<file path="config.mk">
export PLATFORM = sky130hd
export DESIGN_NAME = fsp_sdram_port
export DESIGN_NICKNAME = d
export VERILOG_FILES = /design/src/core/fsp_pkg.sv /design/src/core/fsp_stream_if.sv /design/src/core/fsp_fifo.sv /design/src/core/fsp_sdram_port.sv
export SDC_FILE = /design/constraint.sdc
export NUM_CORES = 1
export LEC_CHECK = 0
export ABC_AREA = 1
export BUFFER_PORTS_ARGS = -buffer_cell sky130_fd_sc_hd__clkbuf_2
export CAP_MARGIN = 30
export CORE_ASPECT_RATIO = 0.8
export CORE_MARGIN = 2
export CORE_UTILIZATION = 40
export DETAILED_ROUTE_END_ITERATION = 7
export GPL_TIMING_DRIVEN = 0
export PLACE_DENSITY = 0.6
export SETUP_SLACK_MARGIN = 0.4
export SLEW_MARGIN = 20
export SYNTH_ARGS = -nofsm -noshare
export SYNTH_HDL_FRONTEND = slang
export SYNTH_SLANG_ARGS = --single-unit
</file>
<file path="constraint.sdc">
create_clock -name mclk -period 3.8 [get_ports mclk]
set_input_delay 1.14 -clock mclk [delete_from_list [all_inputs] [get_ports mclk]]
set_output_delay 1.14 -clock mclk [all_outputs]
set_load 0.005 [all_outputs]
</file>
<file path="src/core/fsp_pkg.sv">
// Constants and types shared by the frame store SDRAM port files
package fsp_pkg;
    // ----------------------------------------------------------------
    // Widths
    // ----------------------------------------------------------------
    localparam int ADDR_W = 14;
    localparam int DATA_W = 48;
    localparam int NARROW_W = 32;
    localparam int MASK_W = 4;
    localparam int FIFO_DEPTH = 8;

    // ----------------------------------------------------------------
    // Timing
    // ----------------------------------------------------------------
    localparam int CLK_PERIOD_NS = 20;
    localparam int BOOT_SAMPLE_NS = 320;
    // Least time, so round up
    localparam int BOOT_SAMPLE_CYC =
        (BOOT_SAMPLE_NS + CLK_PERIOD_NS - 1) / CLK_PERIOD_NS;
    localparam int BOOT_CNT_W = 5;
    localparam int CAS_LAT = 2;
    localparam int SYNC_STAGES = 2;
    // Two system clocks per memory clock, plus sampling
    localparam int READ_LAT_CYC = 2 * CAS_LAT + SYNC_STAGES + 2;

    // ----------------------------------------------------------------
    // Pin codes {row, col, write}, reset values
    // ----------------------------------------------------------------
    localparam logic [2:0] PIN_NOP = 3'h7;
    localparam logic [2:0] PIN_ACT = 3'h3;
    localparam logic [2:0] PIN_READ = 3'h5;
    localparam logic [2:0] PIN_WRITE = 3'h4;
    localparam logic [2:0] PIN_PRE = 3'h2;
    localparam logic [2:0] PIN_REF = 3'h1;
    localparam logic [2:0] PIN_MODE = 3'h0;
    localparam logic [2:0] PIN_BST = 3'h6;
    localparam logic [MASK_W-1:0] MASK_ALL = 4'hF;
    localparam logic RST_WIDE = 1'h0;
    localparam logic [DATA_W-1:0] OE_WIDE = 48'hFFFF_FFFF_FFFF;
    localparam logic [DATA_W-1:0] OE_NARROW = 48'h0000_FFFF_FFFF;

    // ----------------------------------------------------------------
    // Types
    // ----------------------------------------------------------------
    typedef enum logic [2:0] {
        OP_NOP = 3'h0,
        OP_ACT = 3'h1,
        OP_READ = 3'h2,
        OP_WRITE = 3'h3,
        OP_PRE = 3'h4,
        OP_REF = 3'h5,
        OP_MODE = 3'h6,
        OP_BST = 3'h7
    } fsp_op_type;

    typedef enum logic [1:0] {
        ST_BOOT = 2'h1,
        ST_RUN = 2'h2
    } fsp_state_type;

    typedef struct packed {
        fsp_op_type op;
        logic [ADDR_W-1:0] addr;
        logic [MASK_W-1:0] mask;
        logic [DATA_W-1:0] data;
    } fsp_cmd_type;

    localparam int CMD_W = $bits(fsp_cmd_type);
endpackage

</file>
<file path="src/core/fsp_stream_if.sv">
// Valid/ready stream carrier between the port and its command queue
`timescale 1ns/100ps
interface fsp_stream_if #(parameter int WIDTH = 8) ();
    logic in_valid;
    logic in_ready;
    logic [WIDTH-1:0] in_data;
    logic out_valid;
    logic out_ready;
    logic [WIDTH-1:0] out_data;
    modport queue (input in_valid, in_data, out_ready,
                   output in_ready, out_valid, out_data);
    modport user (output in_valid, in_data, out_ready,
                  input in_ready, out_valid, out_data);
endinterface // fsp_stream_if

</file>
<file path="src/core/fsp_fifo.sv">
// Command queue with registered read data
`timescale 1ns/100ps
module fsp_fifo #(
    parameter int WIDTH = 8,
    parameter int DEPTH = 8
) (
    input wire logic mclk,
    input wire logic rst_n,
    fsp_stream_if.queue q
);
    localparam int PW = $clog2(DEPTH);
    localparam int CW = $clog2(DEPTH + 1);

    typedef struct packed {
        logic [DEPTH-1:0][WIDTH-1:0] mem;
        logic [PW-1:0] wptr;
        logic [PW-1:0] rptr;
        logic [CW-1:0] count;
        logic ready;
        logic [WIDTH-1:0] out_data;
        logic out_valid;
    } fsp_fifo_state_type;

    fsp_fifo_state_type s_reg;
    fsp_fifo_state_type s_next;
    logic push;
    logic take;
    logic load;

    // ----------------------------------------------------------------
    // Next state
    // ----------------------------------------------------------------
    // Output word is a register; refilled when empty or consumed
    always_comb
    begin
        s_next = s_reg;
        push = q.in_valid && s_reg.ready;
        take = s_reg.out_valid && q.out_ready;
        load = (s_reg.count != '0) && (!s_reg.out_valid || take);
        if (push)
        begin
            s_next.mem[s_reg.wptr] = q.in_data;
            s_next.wptr = s_reg.wptr + PW'(1);
        end
        if (load)
        begin
            s_next.out_data = s_reg.mem[s_reg.rptr];
            s_next.rptr = s_reg.rptr + PW'(1);
            s_next.out_valid = 1'h1;
        end
        else if (take)
        begin
            s_next.out_valid = 1'h0;
        end
        if (push && !load)
        begin
            s_next.count = s_reg.count + CW'(1);
        end
        else if (load && !push)
        begin
            s_next.count = s_reg.count - CW'(1);
        end
        // Registered full flag: ready never depends on the input
        s_next.ready = (s_next.count != CW'(DEPTH));
    end

    // State register
    always_ff @(posedge mclk or negedge rst_n)
    begin
        if (!rst_n)
        begin
            s_reg <= '0;
            s_reg.ready <= 1'h1;
        end
        else
        begin
            s_reg <= s_next;
        end
    end

    assign q.in_ready = s_reg.ready;
    assign q.out_valid = s_reg.out_valid;
    assign q.out_data = s_reg.out_data;
endmodule // fsp_fifo

</file>
<file path="src/core/fsp_sdram_port.sv">
// Frame store SDRAM pin port: command issue, straps, data bus
//
// Contract
// - A memory clock goes out and all pins change away from its rise.
// - Memory clock enable is driven and high means enabled.
// - The row strobe is driven active low.
// - The column strobe is driven active low.
// - The write enable is driven active low.
// - Four byte mask outputs give byte granular overlay access.
// - Mask bits 0..3 cover data bytes 7:0, 15:8, 23:16, 31:24.
// - The mask outputs are active high.
// - Row and column addresses share one 14-bit address bus.
// - All 14 address lines are sampled as straps, so they are two-way.
// - The data bus is two-way and runs 48 or 32 bits wide.
// - After reset the data bus is 32 bits wide until changed.
// - The memory clock runs even with no memory fitted.
`timescale 1ns/100ps
module fsp_sdram_port (
    input wire logic mclk,
    input wire logic rst_n,
    input wire logic cmd_valid,
    output logic cmd_ready,
    input wire fsp_pkg::fsp_op_type cmd_op,
    input wire logic [13:0] cmd_addr,
    input wire logic [3:0] cmd_mask,
    input wire logic [47:0] cmd_wdata,
    output logic rd_valid,
    output logic [47:0] rd_data,
    input wire logic width_wr,
    input wire logic width_sel,
    output logic width_wide,
    output logic boot_done,
    output logic [13:0] boot_cfg,
    output logic mem_clk_out,
    output logic mem_clk_en,
    output logic mem_row_strobe_n,
    output logic mem_col_strobe_n,
    output logic mem_write_en_n,
    output logic [3:0] mem_byte_mask,
    input wire logic [13:0] mem_addr_bus_in,
    output logic [13:0] mem_addr_bus_out,
    output logic [13:0] mem_addr_bus_oe,
    input wire logic [47:0] mem_data_bus_in,
    output logic [47:0] mem_data_bus_out,
    output logic [47:0] mem_data_bus_oe
);
    // ----------------------------------------------------------------
    // State
    // ----------------------------------------------------------------
    typedef struct packed {
        fsp_pkg::fsp_state_type st;
        logic clk_out;
        logic cke;
        logic [2:0] pins;
        logic [3:0] mask;
        logic [13:0] addr_out;
        logic [13:0] addr_oe;
        logic [47:0] data_out;
        logic [47:0] data_oe;
        logic [13:0] addr_s1;
        logic [13:0] addr_s2;
        logic [47:0] data_s1;
        logic [47:0] data_s2;
        logic [13:0] boot_cfg;
        logic [fsp_pkg::BOOT_CNT_W-1:0] boot_cnt;
        logic boot_done;
        logic wide;
        logic [fsp_pkg::READ_LAT_CYC-1:0] rd_pipe;
        logic rd_valid;
        logic [47:0] rd_data;
    } fsp_port_state_type;

    fsp_port_state_type s_reg;
    fsp_port_state_type s_next;
    fsp_pkg::fsp_cmd_type head;
    fsp_pkg::fsp_cmd_type cmd_word;
    logic drain;

    // ----------------------------------------------------------------
    // Helpers
    // ----------------------------------------------------------------
    // Strobe pattern {row, col, write}, all active low
    function automatic logic [2:0] op_pins(fsp_pkg::fsp_op_type op);
        logic [2:0] p;
        p = fsp_pkg::PIN_NOP;
        unique case (op)
            fsp_pkg::OP_NOP: p = fsp_pkg::PIN_NOP;
            fsp_pkg::OP_ACT: p = fsp_pkg::PIN_ACT;
            fsp_pkg::OP_READ: p = fsp_pkg::PIN_READ;
            fsp_pkg::OP_WRITE: p = fsp_pkg::PIN_WRITE;
            fsp_pkg::OP_PRE: p = fsp_pkg::PIN_PRE;
            fsp_pkg::OP_REF: p = fsp_pkg::PIN_REF;
            fsp_pkg::OP_MODE: p = fsp_pkg::PIN_MODE;
            fsp_pkg::OP_BST: p = fsp_pkg::PIN_BST;
        endcase
        return p;
    endfunction

    // Data lanes in use for the selected bus width
    function automatic logic [47:0] lane_oe(logic wide);
        return wide ? fsp_pkg::OE_WIDE : fsp_pkg::OE_NARROW;
    endfunction

    // ----------------------------------------------------------------
    // Command queue
    // ----------------------------------------------------------------
    fsp_stream_if #(.WIDTH(fsp_pkg::CMD_W)) cmd_q ();

    // Caller's command packed into one queue word
    always_comb
    begin
        cmd_word.op = cmd_op;
        cmd_word.addr = cmd_addr;
        cmd_word.mask = cmd_mask;
        cmd_word.data = cmd_wdata;
    end

    assign cmd_q.in_valid = cmd_valid;
    assign cmd_q.in_data = cmd_word;
    assign cmd_q.out_ready = drain;
    assign head = fsp_pkg::fsp_cmd_type'(cmd_q.out_data);

    fsp_fifo #(
        .WIDTH(fsp_pkg::CMD_W),
        .DEPTH(fsp_pkg::FIFO_DEPTH)
    ) u_cmd_fifo (
        .mclk(mclk),
        .rst_n(rst_n),
        .q(cmd_q.queue)
    );

    // ----------------------------------------------------------------
    // Next state
    // ----------------------------------------------------------------
    // Pins move only when the memory clock falls, half a period of
    // setup before its rise; queue drains at most every other cycle
    always_comb
    begin
        s_next = s_reg;
        drain = 1'h0;
        // Free running, also with no memory fitted
        s_next.clk_out = !s_reg.clk_out;
        // Pin inputs pass two flops before use
        s_next.addr_s1 = mem_addr_bus_in;
        s_next.addr_s2 = s_reg.addr_s1;
        s_next.data_s1 = mem_data_bus_in;
        s_next.data_s2 = s_reg.data_s1;
        // Read return pipe, tuned to latency and sampling
        s_next.rd_pipe = {s_reg.rd_pipe[fsp_pkg::READ_LAT_CYC-2:0], 1'h0};
        s_next.rd_valid = s_reg.rd_pipe[fsp_pkg::READ_LAT_CYC-1];
        if (s_reg.rd_pipe[fsp_pkg::READ_LAT_CYC-1])
        begin
            s_next.rd_data = s_reg.data_s2 & lane_oe(s_reg.wide);
        end
        // Width stays narrow until written
        if (width_wr)
        begin
            s_next.wide = width_sel;
        end
        unique case (s_reg.st)
            fsp_pkg::ST_BOOT:
            begin
                // Address bus released so straps can be read
                if (s_reg.boot_cnt ==
                    fsp_pkg::BOOT_CNT_W'(fsp_pkg::BOOT_SAMPLE_CYC - 1))
                begin
                    s_next.boot_cfg = s_reg.addr_s2;
                    s_next.boot_done = 1'h1;
                    s_next.addr_oe = 14'h3FFF;
                    s_next.cke = 1'h1;
                    s_next.st = fsp_pkg::ST_RUN;
                end
                else
                begin
                    s_next.boot_cnt = s_reg.boot_cnt +
                        fsp_pkg::BOOT_CNT_W'(1);
                end
            end
            fsp_pkg::ST_RUN:
            begin
                if (s_reg.clk_out)
                begin
                    // Idle slot: no operation, all lanes open
                    s_next.pins = fsp_pkg::PIN_NOP;
                    s_next.mask = fsp_pkg::MASK_ALL;
                    s_next.data_oe = '0;
                    if (cmd_q.out_valid)
                    begin
                        drain = 1'h1;
                        // Low strobes mark the command
                        s_next.pins = op_pins(head.op);
                        // Row or column on the same lines
                        s_next.addr_out = head.addr;
                        if (head.op == fsp_pkg::OP_READ ||
                            head.op == fsp_pkg::OP_WRITE)
                        begin
                            // Bit n enables byte n of 31:0
                            s_next.mask = head.mask;
                        end
                        if (head.op == fsp_pkg::OP_READ)
                        begin
                            s_next.rd_pipe[0] = 1'h1;
                        end
                        if (head.op == fsp_pkg::OP_WRITE)
                        begin
                            s_next.data_out = head.data;
                            s_next.data_oe = lane_oe(s_reg.wide);
                        end
                    end
                end
            end
            default:
            begin
                s_next.st = fsp_pkg::ST_BOOT;
            end
        endcase
    end

    // ----------------------------------------------------------------
    // State register
    // ----------------------------------------------------------------
    // Strobes idle high and width narrow out of reset
    always_ff @(posedge mclk or negedge rst_n)
    begin
        if (!rst_n)
        begin
            s_reg <= '0;
            s_reg.st <= fsp_pkg::ST_BOOT;
            s_reg.pins <= fsp_pkg::PIN_NOP;
            s_reg.mask <= fsp_pkg::MASK_ALL;
            s_reg.wide <= fsp_pkg::RST_WIDE;
        end
        else
        begin
            s_reg <= s_next;
        end
    end

    // ----------------------------------------------------------------
    // Outputs, all straight from flops
    // ----------------------------------------------------------------
    assign cmd_ready = cmd_q.in_ready;
    assign rd_valid = s_reg.rd_valid;
    assign rd_data = s_reg.rd_data;
    assign width_wide = s_reg.wide;
    assign boot_done = s_reg.boot_done;
    assign boot_cfg = s_reg.boot_cfg;
    assign mem_clk_out = s_reg.clk_out;
    assign mem_clk_en = s_reg.cke;
    assign mem_row_strobe_n = s_reg.pins[2];
    assign mem_col_strobe_n = s_reg.pins[1];
    assign mem_write_en_n = s_reg.pins[0];
    assign mem_byte_mask = s_reg.mask;
    assign mem_addr_bus_out = s_reg.addr_out;
    assign mem_addr_bus_oe = s_reg.addr_oe;
    assign mem_data_bus_out = s_reg.data_out;
    assign mem_data_bus_oe = s_reg.data_oe;
endmodule // fsp_sdram_port

</file>
==> results, run 1 <==
- The flow ran to the end, and the final reports show no timing, DRC or antenna violations.
- The largest total area in the synthesized netlist belongs to sky130_fd_sc_hd__dfrtp_1.
- Summing the sequential cell areas from Yosys gives between 60% and 70% of the chip area.
- Measured along the x axis, the die boundary spans around 350 µm.
- The mean area per synthesized cell is between 9 and 10 µm².
- The final worst clock skew is about 0.026 ns.
- The minimum setup slack in the final design is roughly 0.92 ns.
- Once the floorplan was initialized, standard cells occupied between 40% and 50% of the core.
- The worst max-slew margin expressed relative to the limit is 29.4%.
- Counting every sink on the clock net gives between 900 and 1k.
- Detailed routing placed a total of between 40 and 50 mm of wire on met2.
- The final cycle utilization of the critical path is 75.7%.
- The share of cells above drive strength 1 is around 22%.
- The slew at the pin closest to its max-slew limit is approximately 1.1 ns.
- The amount of wire on met3 after detailed routing is approximately 9.5 mm.
- The die is 278 µm tall.
- The per-cell routed wire length is slightly above 20 µm.
- Dividing the detail-routed via count by the number of cells gives between 5 and 6.
- At the worst endpoint, the required time is approximately 4.6 ns.
- The part of the power in the clock network is roughly a quarter.
- The smallest clock period supported by the final layout is computed as between 2 and 3 ns.
- The total length of routed wires is between 100 and 150 mm.
- The worst setup path is launched from a primary input.
- Yosys mapped the design onto 38 distinct sky130hd cell types.
- After legalization and detailed placement, the total HPWL measured approximately 78 mm.
- The synthesized area is between 30000 and 40000 µm².
- The H-tree was split into 3 levels.
- In the routed design, unresolved DRC markers number 0.
- Data on the critical path arrives at its endpoint at ~3.7 ns.
- The worst-path maximum fanout is 84.
- In this run the deepest clock path goes through 3 buffers.
- By count the netlist is led by sky130_fd_sc_hd__dfrtp_1 (900), sky130_fd_sc_hd__o21ai_0 (697), sky130_fd_sc_hd__nand2_1 (669).
- Prior to clock tree synthesis, the placed netlist has a worst setup slack of approximately 0.12 ns.
- The count of final hold-check violations was 0.
- The detail route stage leaves a number of antenna-violating nets equal to 0.
- During I/O placement, the number of pins put on the boundary was ~340.
- The internal portion of the total power is approximately 25 mW.
- The number of vias in the routed layout is 29.3k.
- The layout has between 8k and 9k filler cells.
- Static timing analysis puts the maximum clock frequency at 348 MHz.
- The port buffer count is between 300 and 400.
- Summing all non-filler instances in the final layout gives an area of between 40000 and 50000 µm².
- The detailed router put a total of slightly above 50 mm of wire on met1.
- Combinational cells account for between 30% and 40% of the total power.
- In the post-synthesis netlist, the biggest area contributors are sky130_fd_sc_hd__dfrtp_1 (60%), sky130_fd_sc_hd__o21ai_0 (9.3%), sky130_fd_sc_hd__nand2_1 (6.7%).
- Yosys mapped a number of flops with a built-in enable equal to 0.
- Counting cells, the worst reg-to-reg path comes to 6.
- The number of flip-flops and latches in the synthesized netlist is around 910.
- Of the total power, the share spent switching nets is 38.0%.
- The pin count of the biggest net entering global routing is 87.
- The flip-flop count of the largest register, all copies and words added is 562.
- At the end of the flow, the number of nets in the layout was between 4k and 5k.
- The maximum VDD drop is 456 µV.
- The floorplan has 100 rows.
- The net switching power is between 15 and 20 mW.
- The number of design-rule violations left by the first detailed-router iteration is ~2.7k.
- The final setup violation count is 0.
- The number of iterations in the first detailed-routing pass is 6.
- The origin of the critical flop-to-flop path is s_reg[335].
- The top cell type by area accounts for roughly 60% of the synthesized area.
- Relative to the synthesized area, the layout overhead comes to 18.0%.
- The worst setup path is of the primary input to asynchronous set/reset pin kind.
- The hold path depth is 0.
- The post-synth net total is around 4k.
- In this run, post-CTS repair resized a total of 0 instances.
- The TritonCTS clock tree is yes.
- Signal routing reaches up to met5.
- The via count of the first global-routing pass is 28.7k.
- The worst min-delay path endpoint is s_reg[93].
- The Yosys step of the flow raised 0 warnings.
- The total power divided by cell area is roughly 900 nW/µm².
- The worst hold path startpoint is s_next[93].
- Synthesis handed over a netlist of 3862 instances.
- The endpoint of the most critical register-to-register path is mem_data_bus_out[7].
- The count of max-cap constraint violations is 0.
- Once placement finished, the instance area stood at about 41000 µm².
- TritonCTS created 95 clock buffers.
- The sequential power share is 38.6%.
- The insertion delay of the later-clocked pin in the worst-skew pair is 0.69 ns.
- The residual overflow from global routing is 0.
- The wire length of the first global-routing pass is roughly 180 mm.
- The kind of end point of the critical path is an asynchronous set/reset pin.
- In this run the register-to-register setup slack is about 1.3 ns.
- The most used flip-flop cell after synthesis is sky130_fd_sc_hd__dfrtp_1.
- Setup repair after global routing left no endpoint under its margin.
- The die covers 96500 µm².
- The clock transition at the registers of the reported paths is about 0.060 ns.
- In this run the clock root is driven by a sky130_fd_sc_hd__clkbuf_16.
- The number of max-slew violations in the final report was 0.
- In the final timing run, aggregate negative setup slack is 0 ns.
- The overall routing resource usage is approximately a quarter.
- After clock tree synthesis, the setup repair step added 0 buffers.
- The number of antenna violations at the first check in global routing is 4.
- The min-delay analysis places its worst path in the category register to register.
- The most common cell in the netlist is sky130_fd_sc_hd__dfrtp_1.
- For this design the static power due to leakage is about 21 nW.
- At the end of routability-driven placement, the weighted congestion stood at 0.829.
- After clock tree synthesis, the flow added hold-fix buffers numbering 0.
- The floorplan core area is 93100 µm².
- In the synthesized netlist the async set-or-reset flop fraction comes to 100%.
==> per-layer routing <==
| layer | GRT usage (%) | vias to the layer above |
|---|---|---|
| li1 | - | 13600 |
| met1 | 34.2 | 14500 |
| met2 | 35.1 | 1065 |
| met3 | 5.90 | 191 |
| met4 | 6.60 | 2 |
| met5 | 0 | - |
==> worst max-delay path by stage <==
| stage | start | to | slack (ns) | cells after the start |
|---|---|---|---|---|
| after floorplan | mem_data_bus_oe[31] | mem_data_bus_oe[0] | 1.65 | 1 |
| after global placement | rst_n | mem_data_bus_out[28] | -20.82 | 1 |
| after detailed placement | rst_n | mem_data_bus_out[27] | 0.12 | 6 |
| after CTS | mem_data_bus_oe[31] | mem_data_bus_oe[26] | 0.64 | 2 |
| after global routing | rst_n | u_cmd_fifo.s_reg[385] | 0.57 | 6 |
| final | rst_n | u_cmd_fifo.s_reg[530] | 0.92 | 6 |
==> area by class of cell <==
cell class	count	area, µm²	share of cell area [%]
Antenna cell	6	15.0	0.0338
Timing Repair Buffer	347	2030	4.56
Clock buffer	141	2790	6.28
Buffer	454	2930	6.60
Inverter	178	681	1.53
Tap cell	1224	1530	3.45
Sequential cell	909	22800	51.2
Clock inverter	36	427	0.961
Multi-Input combinational cell	2321	11300	25.3
==> per-stage QoR <==
step	power, mW	hold slack, ns	instances	utilization (%)
2_1_floorplan	24.5	0.331	3862	-
4_1_cts	39.6	0.344	5609	47.7
3_5_place_dp	30.0	0.335	5432	44.2
5_1_grt	42.3	0.349	5612	47.7
6_report	39.6	0.343	5616	47.7
3_3_place_gp	29.7	0.331	5420	43.9
==> power by group through the flow <==
stage	Combinational [mW]	Sequential [mW]	Clock, mW
5_1_grt	16.5	15.7	10.1
3_3_place_gp	14.3	15.4	0
3_5_place_dp	14.7	15.4	0
2_1_floorplan	9.60	14.9	0
4_1_cts	14.7	15.2	9.64
6_report	14.8	15.3	9.50
==> logic make-up after synthesis <==
family | count (synthesis) | synth area share (%)
compound gates | 1123 | 16.2
mux | 47 | 1.41
simple gates | 1133 | 11.8
xor+xnor | 9 | 0.210
fa+ha+maj | 9 | 0.299
buf+inv | 632 | 9.60
flops | 909 | 60.5
==> worst max-delay path: stages <==
cell and delay (ns):
sky130_fd_sc_hd__clkbuf_8 0.49, sky130_fd_sc_hd__buf_16 0.39, sky130_fd_sc_hd__buf_16 0.36, sky130_fd_sc_hd__buf_16 0.33
sky130_fd_sc_hd__buf_16 0.33, sky130_fd_sc_hd__buf_16 0.36
==> placed cells by master, fill, tap and decap left out, types with 47 or more instances in the layout <==
master,instances
sky130_fd_sc_hd__dfrtp_1,900
sky130_fd_sc_hd__o21ai_0,697
sky130_fd_sc_hd__nand2_1,669
sky130_fd_sc_hd__nor2_1,355
sky130_fd_sc_hd__clkbuf_2,341
sky130_fd_sc_hd__o21ai_1,278
sky130_fd_sc_hd__buf_4,199
sky130_fd_sc_hd__inv_1,168
sky130_fd_sc_hd__buf_2,133
sky130_fd_sc_hd__clkbuf_1,96
sky130_fd_sc_hd__nand3_1,95
sky130_fd_sc_hd__clkbuf_16,95
sky130_fd_sc_hd__o221ai_1,73
sky130_fd_sc_hd__o211ai_1,65
sky130_fd_sc_hd__mux2_2,47
Note: power is estimated with default switching activity, not from simulation.
==> run 2: changes to the inputs <==
--- a/config.mk
+++ b/config.mk
@@ -5,7 +5,7 @@
 export SDC_FILE = /design/constraint.sdc
 export NUM_CORES = 1
 export LEC_CHECK = 0
-export ABC_AREA = 1
+export ABC_AREA = 0
 export BUFFER_PORTS_ARGS = -buffer_cell sky130_fd_sc_hd__clkbuf_2
 export CAP_MARGIN = 30
 export CORE_ASPECT_RATIO = 0.8
==> constraint.sdc (replaced) <==
create_clock -name mclk -period 2.73 [get_ports mclk]
set_input_delay 0.819 -clock mclk [delete_from_list [all_inputs] [get_ports mclk]]
set_output_delay 0.819 -clock mclk [all_outputs]
set_load 0.005 [all_outputs]
==> run 2 against run 1 <==
  * Power grew 37%
  * Count of clock-buffer cells in the layout is 1 higher
  * Wire length down 23%
  * Hold slack got worse by 0.23 ns
  * Largest cell class unchanged
  * Worst setup slack worse by 0.58 ns
  * Critical endpoint is now mem_data_bus_oe[16]
  * Critical path depth shrank 3
  * Sequential power grew 44%
  * Design area increased by 0.91%
  * Sequential share of layout area down 0.45 points
  * Die area increased by 0.23%
==> results, run 2 <==
- The detail route stage leaves a number of antenna-violating nets equal to 0.
- The origin of the critical flop-to-flop path is u_cmd_fifo.s_reg[76].
- For the worst setup path, the data required time is between 1.5 and 2 ns.
- The horizontal extent of the die is roughly 350 µm.
- approximately 340 I/O pins were placed.
- In this run the tightest slew margin relative to its limit is a little over a third.
- The cell area that synthesis handed to floorplanning was between 30000 and 40000 µm².
- The final setup violation count is 0.
- Cells with a size suffix above 1 make up 56.3% of the layout.
- The sequential power share is between 40% and 50%.
- The flip-flop count of the largest register, all copies and words added is between 500 and 600.
- The pin count of the biggest net entering global routing is 99.
- The clock net in this run drives a total of 909 sinks.
- After synthesis, the netlist uses between 40 and 50 different library cells.
- The largest family of logic cells by synthesized area is multiplexers.
- In this run the critical register-to-register path is captured at u_cmd_fifo.q.out_data[45].
- The area share of and/or/nand/nor cells after synthesis is under 10%.
- After layout, the design draws a total of between 50 and 60 mW.
- The number of clock buffers added by TritonCTS is between 90 and 100.
- Sorting the synthesized cells by how often they occur yields sky130_fd_sc_hd__dfrtp_1 (900), sky130_fd_sc_hd__mux2_2 (643), sky130_fd_sc_hd__buf_4 (195).
- Summed over all instances, the cell type with the most area after synthesis is sky130_fd_sc_hd__dfrtp_1.
- Tracing the worst setup path back leads to its startpoint at mem_data_bus_oe[31].
- The area growth from synthesis to layout is 18.8%.
- STA classifies the critical path endpoint as a primary output.
- The number of max-slew violations in the final report was 0.
- The final worst clock skew is about 0.028 ns.
- Dividing total power by cell area gives a power density of 1210 nW/µm².
- The Yosys step of the flow raised 0 warnings.
- The logic depth of the worst register-to-register path is 5.
- The cell chosen for the clock root is sky130_fd_sc_hd__clkbuf_16.
- The run finished with clean final reports.
- The count of cells in the finished layout, fillers not included, comes to 4160.
- The clock transition at the registers of the reported paths is 0.06 ns.
- In the layout the commonest cells are sky130_fd_sc_hd__dfrtp_1 (897), sky130_fd_sc_hd__mux2_2 (643), sky130_fd_sc_hd__clkbuf_2 (351), sky130_fd_sc_hd__buf_4 (219), sky130_fd_sc_hd__mux4_2 (138).
- The floorplan core area is just over 90000 µm².
- STA classifies the critical path startpoint as a register.
- For the pin with the worst max-slew slack, the measured transition is 0.954 ns.
- Fill cells in the final layout number ~8k.
- Measured along the y axis, the die boundary spans between 200 and 300 µm.
- The first global-routing pass estimated roughly 140 mm of wire.
- The maximum VDD drop is about 660 µV.
- Setup repair after global routing could not meet its margin everywhere.
- The minimum clock period is approximately 2.4 ns.
- In the final routed layout, each cell accounts on average for 21.2 µm.
- Net switching is 30.0% of the power.
- The count of final hold-check violations is 0.
- The worst path uses between 80 and 90% of the clock period.
- Yosys attributes the largest share of cell area to sky130_fd_sc_hd__dfrtp_1 (60%), sky130_fd_sc_hd__mux2_2 (19%), sky130_fd_sc_hd__mux4_2 (8.2%).
- The routability congestion estimate from global placement is 0.751.
- The residual overflow from global routing is 0.
- The final layout contains routed wiring with a total length of 88.1 mm.
- The number of flip-flops and latches in the synthesized netlist is 909.
- Max-cap violations in this run came to 0.
- Along the worst path, the maximum fanout reaches 17.
- The data arrival time of the worst path is 1.57 ns.
- In this run the tool buffered the top-level ports with 334 buffer cells.
- Of all flip-flops after synthesis, the portion carrying an async set or reset was 100%.
- The via count of the first global-routing pass is 22.9k.
- The most common cell in the netlist is sky130_fd_sc_hd__dfrtp_1.
- The most frequent standard cell in the layout excluding fill and tap cells is sky130_fd_sc_hd__dfrtp_1.
- The net switching power is roughly 16 mW.
- The mean area per synthesized cell is about 16 µm².
- The number of design-rule violations left by the first detailed-router iteration is between 1k and 1.5k.
- The internal portion of the total power is roughly 38 mW.
- In this run the register-to-register setup slack is between 0.4 and 0.5 ns.
- Detailed placement finished with a half-perimeter wire length of roughly 60 mm.
- The most used flip-flop cell after synthesis is sky130_fd_sc_hd__dfrtp_1.
- The number of enable-type register cells in the synthesized netlist is 0.
- The overall die area is between 90000 and 100000 µm².
- The synthesized netlist devotes less than 1% of its cell area to XOR and XNOR gates.
- The timing-limited maximum frequency is roughly 420 MHz.
- The number of antenna violations at the first check in global routing was 16.
- Synthesis produced a netlist with a net count of 2531.
- Combinational logic is responsible for around 36% of the overall power.
- Using the TritonRoute via totals, the vias-per-cell ratio works out to between 5 and 6.
- The effective utilization at floorplan is 40.5%.
- The clock network accounts for about 23% of the total power.
- The count of placed standard cells including taps is between 3k and 4k.
- The routed layout has 21.0k vias.
- The multiplexer share of the synthesized area is between 30% and 40%.
- Clock latency on the worst-skew pair, taken at its later pin, is between 0.6 and 0.7 ns.
- The type of the worst setup path is register to primary output.
- The overall routing resource usage is between 15 and 20%.
- The sequential share of the synthesized area is between 60% and 70%.
- Buffers inserted to repair hold after CTS numbered 0.
- In the final design database the tool counted approximately 3k nets.
- Synthesis produced approximately 2.4k cells.
- Before antenna repair, the detailed router went through 5 iterations.
- The complex-gate fraction of the synthesized area is under 10%.
- The post-synthesis share of cell area spent on full adders, half adders and majority gates is 0.299%.
- The min-delay analysis places its worst path in the category primary input to asynchronous set/reset pin.
- The proportion of netlist area held by the largest area contributor is between 50 and 60%.
- For this design the static power due to leakage is 20.6 nW.
- In this run the core area contains 100 standard-cell rows.
- The post-route DRC violation count is 0.
- No sink is reached through more buffers than the 3 on the longest clock path.
- TritonCTS built the clock tree.
- The H-tree depth is 3.
==> run 2: cell types whose count changed after synthesis, sizes merged, moves of 65 or more <==
cell	change
a21oi	+68
buf	-80
inv	-153
mux2	+616
mux2i	+71
mux4	+138
nand2	-657
nand3	-81
nor2	-284
o211ai	-65
o21ai	-954
o221ai	-73
==> run 2: worst max path at each step <==
stage                            end  slack, ns
6_report         mem_data_bus_oe[16]       0.35
5_1_grt          mem_data_bus_oe[16]       0.27
4_1_cts          mem_data_bus_oe[16]       0.30
3_5_place_dp   u_cmd_fifo.s_reg[327]      -0.66
3_3_place_gp   u_cmd_fifo.s_reg[164]     -19.77
2_1_floorplan  u_cmd_fifo.s_reg[318]       0.47
==> run 2: cell type report <==
type | count | area (µm²) | area share [%]
clock inverter | 33 | 307 | 0.684
tap | 1224 | 1530 | 3.42
inverter | 25 | 93.8 | 0.209
timing repair buffer | 367 | 2250 | 5.02
sequential | 909 | 22800 | 50.8
clock buffer | 142 | 2750 | 6.13
multi-input combinational | 1127 | 12800 | 28.6
buffer | 325 | 2300 | 5.13
antenna | 8 | 20.0 | 0.0447
==> run 2: worst max-delay path, stage by stage (launching register included) <==
cell	delay [ns]
sky130_fd_sc_hd__dfrtp_4	0.50
sky130_fd_sc_hd__buf_12	0.16
sky130_fd_sc_hd__buf_4	0.13
sky130_fd_sc_hd__clkbuf_2	0.11
==> run 2: cells by family after synthesis <==
family                     count (synthesis)
muxes                                    872
adders and majority gates                  9
buffers and inverters                    350
DFF                                      909
AOI/OAI and AO/OA                        106
xor gates and xnor gates                  11
and+or+nand+nor                          129
==> run 2: metrics by stage <==
| stage | worst slack (ns) | hold WS (ns) | TNS [ns] | cell area (µm²) | util (%) |
|---|---|---|---|---|---|
| 4_1_cts | 0.296 | 0.0838 | 0 | 44600 | 47.8 |
| 6_report | 0.346 | 0.112 | 0 | 44800 | 48.1 |
| 5_1_grt | 0.271 | 0.107 | 0 | 44800 | 48.1 |
| 3_3_place_gp | -19.77 | 0.334 | - | 40900 | 43.9 |
| 3_5_place_dp | -0.662 | 0.335 | -144.40 | 41200 | 44.2 |
| 2_1_floorplan | 0.474 | 0.331 | 0 | 37700 | - |
==> run 2: what timing repair did <==
item | CTS | global route
pin swaps | 3 | 2
buffers inserted | 10 | 9
endpoints found under the setup margin | 649 | 299
cloned | 1 | 1
resized for setup | 82 | 26
==> run 2: power groups by stage <==
| stage | logic [mW] | clock network, mW | registers [mW] |
|---|---|---|---|
| global placement | 18.9 | 0 | 22.0 |
| detailed placement | 19.5 | 0 | 22.4 |
| global route | 21.3 | 13.5 | 22.8 |
| CTS | 19.9 | 12.9 | 22.1 |
| floorplan | 14.4 | 0 | 21.2 |
| finish | 19.7 | 12.5 | 22.1 |
==> run 2: routing by layer <==
metal / vias up / part of all wire [%] / GRT usage [%] / wire [µm]
met5: - / 0.12 / 0 / 104
met4: 14 / 2.4 / 5.99 / 2130
li1: 9291 / - / - / -
met1: 11200 / 44 / 24.8 / 38600
met2: 341 / 50 / 30.2 / 43600
met3: 148 / 4.1 / 3.78 / 3620
==> run 3: changes to the inputs <==
--- a/config.mk
+++ b/config.mk
@@ -10,10 +10,10 @@
 export CAP_MARGIN = 30
 export CORE_ASPECT_RATIO = 0.8
 export CORE_MARGIN = 2
-export CORE_UTILIZATION = 40
+export CORE_UTILIZATION = 30
 export DETAILED_ROUTE_END_ITERATION = 7
 export GPL_TIMING_DRIVEN = 0
-export PLACE_DENSITY = 0.6
+export PLACE_DENSITY = 0.49
 export SETUP_SLACK_MARGIN = 0.4
 export SLEW_MARGIN = 20
 export SYNTH_ARGS = -nofsm -noshare
==> run 3 against run 2 <==
  * Wire length is 9.8% higher
  * Critical path depth unchanged
  * Core utilization decreased by 11 points
  * Clock power rose by 9.6%
  * Sequential power barely moved
  * Hold slack lost 0.048 ns
  * Largest power group unchanged
==> results, run 3 (same netlist as run 2, synthesis figures left out) <==
- The number of buffers added by the clock tree synthesis step is 98.
- Summed over all cells, the static leakage comes to between 20 and 25 nW.
- The number of antenna violations at the first check in global routing is 13.
- The final instance count without filler cells is around 4.6k.
- The fraction of power spent switching nets is roughly 30%.
- The area of combinational cells with multiple inputs is roughly 13000 µm².
- The post-route DRC violation count is 0.
- The minimum setup slack after placement is -0.802 ns.
- The final setup violation count is 0.
- The share of cells above drive strength 1 is between 50 and 60%.
- After detailed routing, the number of vias per cell comes to about 4.6.
- The horizontal extent of the die is about 400 µm.
- The number of nets at the end of the flow is about 3k.
- The port buffer count is about 330.
- The sum of net half-perimeters after detailed placement is about 65 mm.
- In this run the power density over the cells is between 1000 and 1500 nW/µm².
- The most frequent standard cell in the layout excluding fill and tap cells is sky130_fd_sc_hd__dfrtp_1.
- The worst max-slew margin expressed relative to the limit is 41.7%.
- Setup slack closes at roughly 0.32 ns.
- The via count of the first global-routing pass is ~23k.
- The count of final hold-check violations is 0.
- The total area inside the core boundary comes to roughly 120000 µm².
- In this run, the combinational gates consume a little over a third of the power.
- The combined flip-flop and latch cell area is roughly 23000 µm².
- Setup repair after global routing could not meet its margin everywhere.
- Summed over all nets, the switching power comes to 17.0 mW.
- The part of the power in the clock network is approximately 24%.
- The number of standard-cell rows in the floorplan is 116.
- The count of max-cap constraint violations is 0.
- The number of max-slew violations in the final report is 0.
- The per-cell routed wire length is around 21 µm.
- The effective utilization at floorplan is a little under a third.
- The total length of routed wires is about 97 mm.
- The internal power contribution is 39.0 mW.
- The register with the most flip-flops in the layout has around 560 of them.
- Summed over all layers, the global routing overflow is 0.
- Final hold analysis gives a worst-case slack of approximately 0.065 ns.
- The number of cells on the worst reg-to-reg path is 6.
- The top cell types in the final layout, fill and taps aside, are sky130_fd_sc_hd__dfrtp_1 (897), sky130_fd_sc_hd__mux2_2 (643), sky130_fd_sc_hd__clkbuf_2 (331), sky130_fd_sc_hd__buf_4 (193), sky130_fd_sc_hd__mux4_2 (138).
- The I/O pin total is about 340.
- In this run the worst path has a maximum fanout of 17.
- The flow ran to the end, and the final reports show no timing, DRC or antenna violations.
- Across the routed clock network, the largest skew measured is about 0.042 ns.
- The number of nets with antenna violations after routing is 0.
- The sequential power share is around two fifths.
- The number of design-rule violations left by the first detailed-router iteration is between 700 and 800.
- The routed layout has around 21k vias.
- Across the VDD grid, the largest voltage drop is between 400 and 500 µV.
- The area growth from synthesis to layout is 21.9%.
- The H-tree depth is 3.
- The data required time at the worst endpoint is ~1.9 ns.
- The type of the worst setup path is register to primary output.
- The first global-routing pass estimated ~150 mm of wire.
- The overall die area is 129000 µm².
- The class of the worst hold path is primary input to asynchronous set/reset pin.
- At the worst endpoint, the arrival time is between 1.5 and 2 ns.
- The cell sitting at the root of the clock tree is a sky130_fd_sc_hd__clkbuf_16.
- Across every metal layer, demand over resource in global routing totals 15.1%.
- The slew at the pin closest to its max-slew limit is 0.875 ns.
- Clock-pin slew was measured on the worst setup and hold paths at around 0.06 ns.
- TritonCTS built the clock tree.
- The filler cell count in the final layout is 11.8k.
- The first TritonRoute pass finished after 5 iterations.
- The number of sinks handled by clock tree synthesis is between 900 and 1k.
- The pin count of the biggest net entering global routing is 96.
- The maximum buffer depth of the clock tree is 3.
- The kind of end point of the critical path is a primary output.
- The routability congestion estimate from global placement is about 0.75.
- Cells fill a little under two fifths of the core in the end.
- The vertical die dimension is 321 µm.
- Static timing analysis puts the maximum clock frequency at around 410 MHz.
- After layout, the worst path uses between 80 and 90% of the clock period.
- The completed layout was analyzed and its total power is between 50 and 60 mW.
- The minimum clock period is around 2.4 ns.
- The insertion delay of the later-clocked pin in the worst-skew pair is a little over 0.7 ns.
- The element type at the critical path start is a register.
- The count of placed standard cells including taps is about 4.4k.
==> run 3: changes by cell type in the layout (fill, tap and decap cells not counted), moves of 2 or more <==
cell                         delta
sky130_fd_sc_hd__buf_2         -10
sky130_fd_sc_hd__clkbuf_16      +2
sky130_fd_sc_hd__clkbuf_4       +7
sky130_fd_sc_hd__clkbuf_8      +10
sky130_fd_sc_hd__clkbuf_1      -10
sky130_fd_sc_hd__inv_6          +2
sky130_fd_sc_hd__buf_8          +5
sky130_fd_sc_hd__buf_6         +51
sky130_fd_sc_hd__buf_4         -26
sky130_fd_sc_hd__diode_2        -3
sky130_fd_sc_hd__bufinv_16      +5
sky130_fd_sc_hd__clkinvlp_4     -2
sky130_fd_sc_hd__clkbuf_2      -20
==> run 3: cell type report <==
| class | count | share of cell area [%] |
|---|---|---|
| sequential | 909 | 49.5 |
| multi-input combinational | 1127 | 27.9 |
| clock buffer | 145 | 6.31 |
| buffer | 325 | 5.35 |
| timing repair buffer | 372 | 5.21 |
| tap | 1652 | 4.50 |
| clock inverter | 38 | 1.00 |
| inverter | 25 | 0.204 |
| antenna | 5 | 0.0272 |
==> run 3: through the flow <==
stage | TNS (ns) | area (µm²)
after floorplan | 0 | 37700
after global placement | - | 41500
after detailed placement | -194.56 | 41800
after CTS | 0 | 45600
after global routing | 0 | 46000
final | 0 | 46000
==> run 3: worst max-delay path, stage by stage (launching register included) <==
cell,delay (ns)
sky130_fd_sc_hd__dfrtp_4,0.50
sky130_fd_sc_hd__buf_12,0.16
sky130_fd_sc_hd__buf_4,0.13
sky130_fd_sc_hd__clkbuf_2,0.10
==> run 3: routing by layer <==
layer / track usage, % / share of wire, % / routed length [µm]
met2: 24.3 / 48 / 46100
met4: 4.84 / 2.7 / 2630
met5: 0 / 0.088 / 85
met3: 4.00 / 4.8 / 4620
met1: 20.0 / 45 / 43300
==> run 3: final timing paths <==
path	from	end	slack, ns
max	mem_data_bus_oe[31]	mem_data_bus_oe[31]	0.32
min	rst_n	s_reg[86]	0.06
max reg2reg	u_cmd_fifo.s_reg[75]	u_cmd_fifo.q.out_data[41]	0.44
min reg2reg	s_next[180]	s_reg[180]	0.34
max in group asynchronous	rst_n	mem_data_bus_out[12]	0.68
min in group mclk	mem_data_bus_in[23]	s_next[101]	0.22
==> run 3: power groups by stage <==
stage / clock [mW] / combinational (mW) / sequential [mW]
after floorplan: 0 / 14.4 / 21.2
after detailed placement: 0 / 20.0 / 22.4
after global placement: 0 / 19.3 / 22.0
after global routing: 14.8 / 21.9 / 22.8
after CTS: 14.2 / 20.5 / 22.1
final: 13.7 / 20.2 / 22.1
==> run 3: timing repair <==
item,4_1_cts,5_1_grt
hold buffers,0,0
pin swaps,3,1
setup buffers,14,2
setup endpoints to repair,607,395
gates resized for setup,120,75
cloned,0,2
hold endpoints to repair,0,0
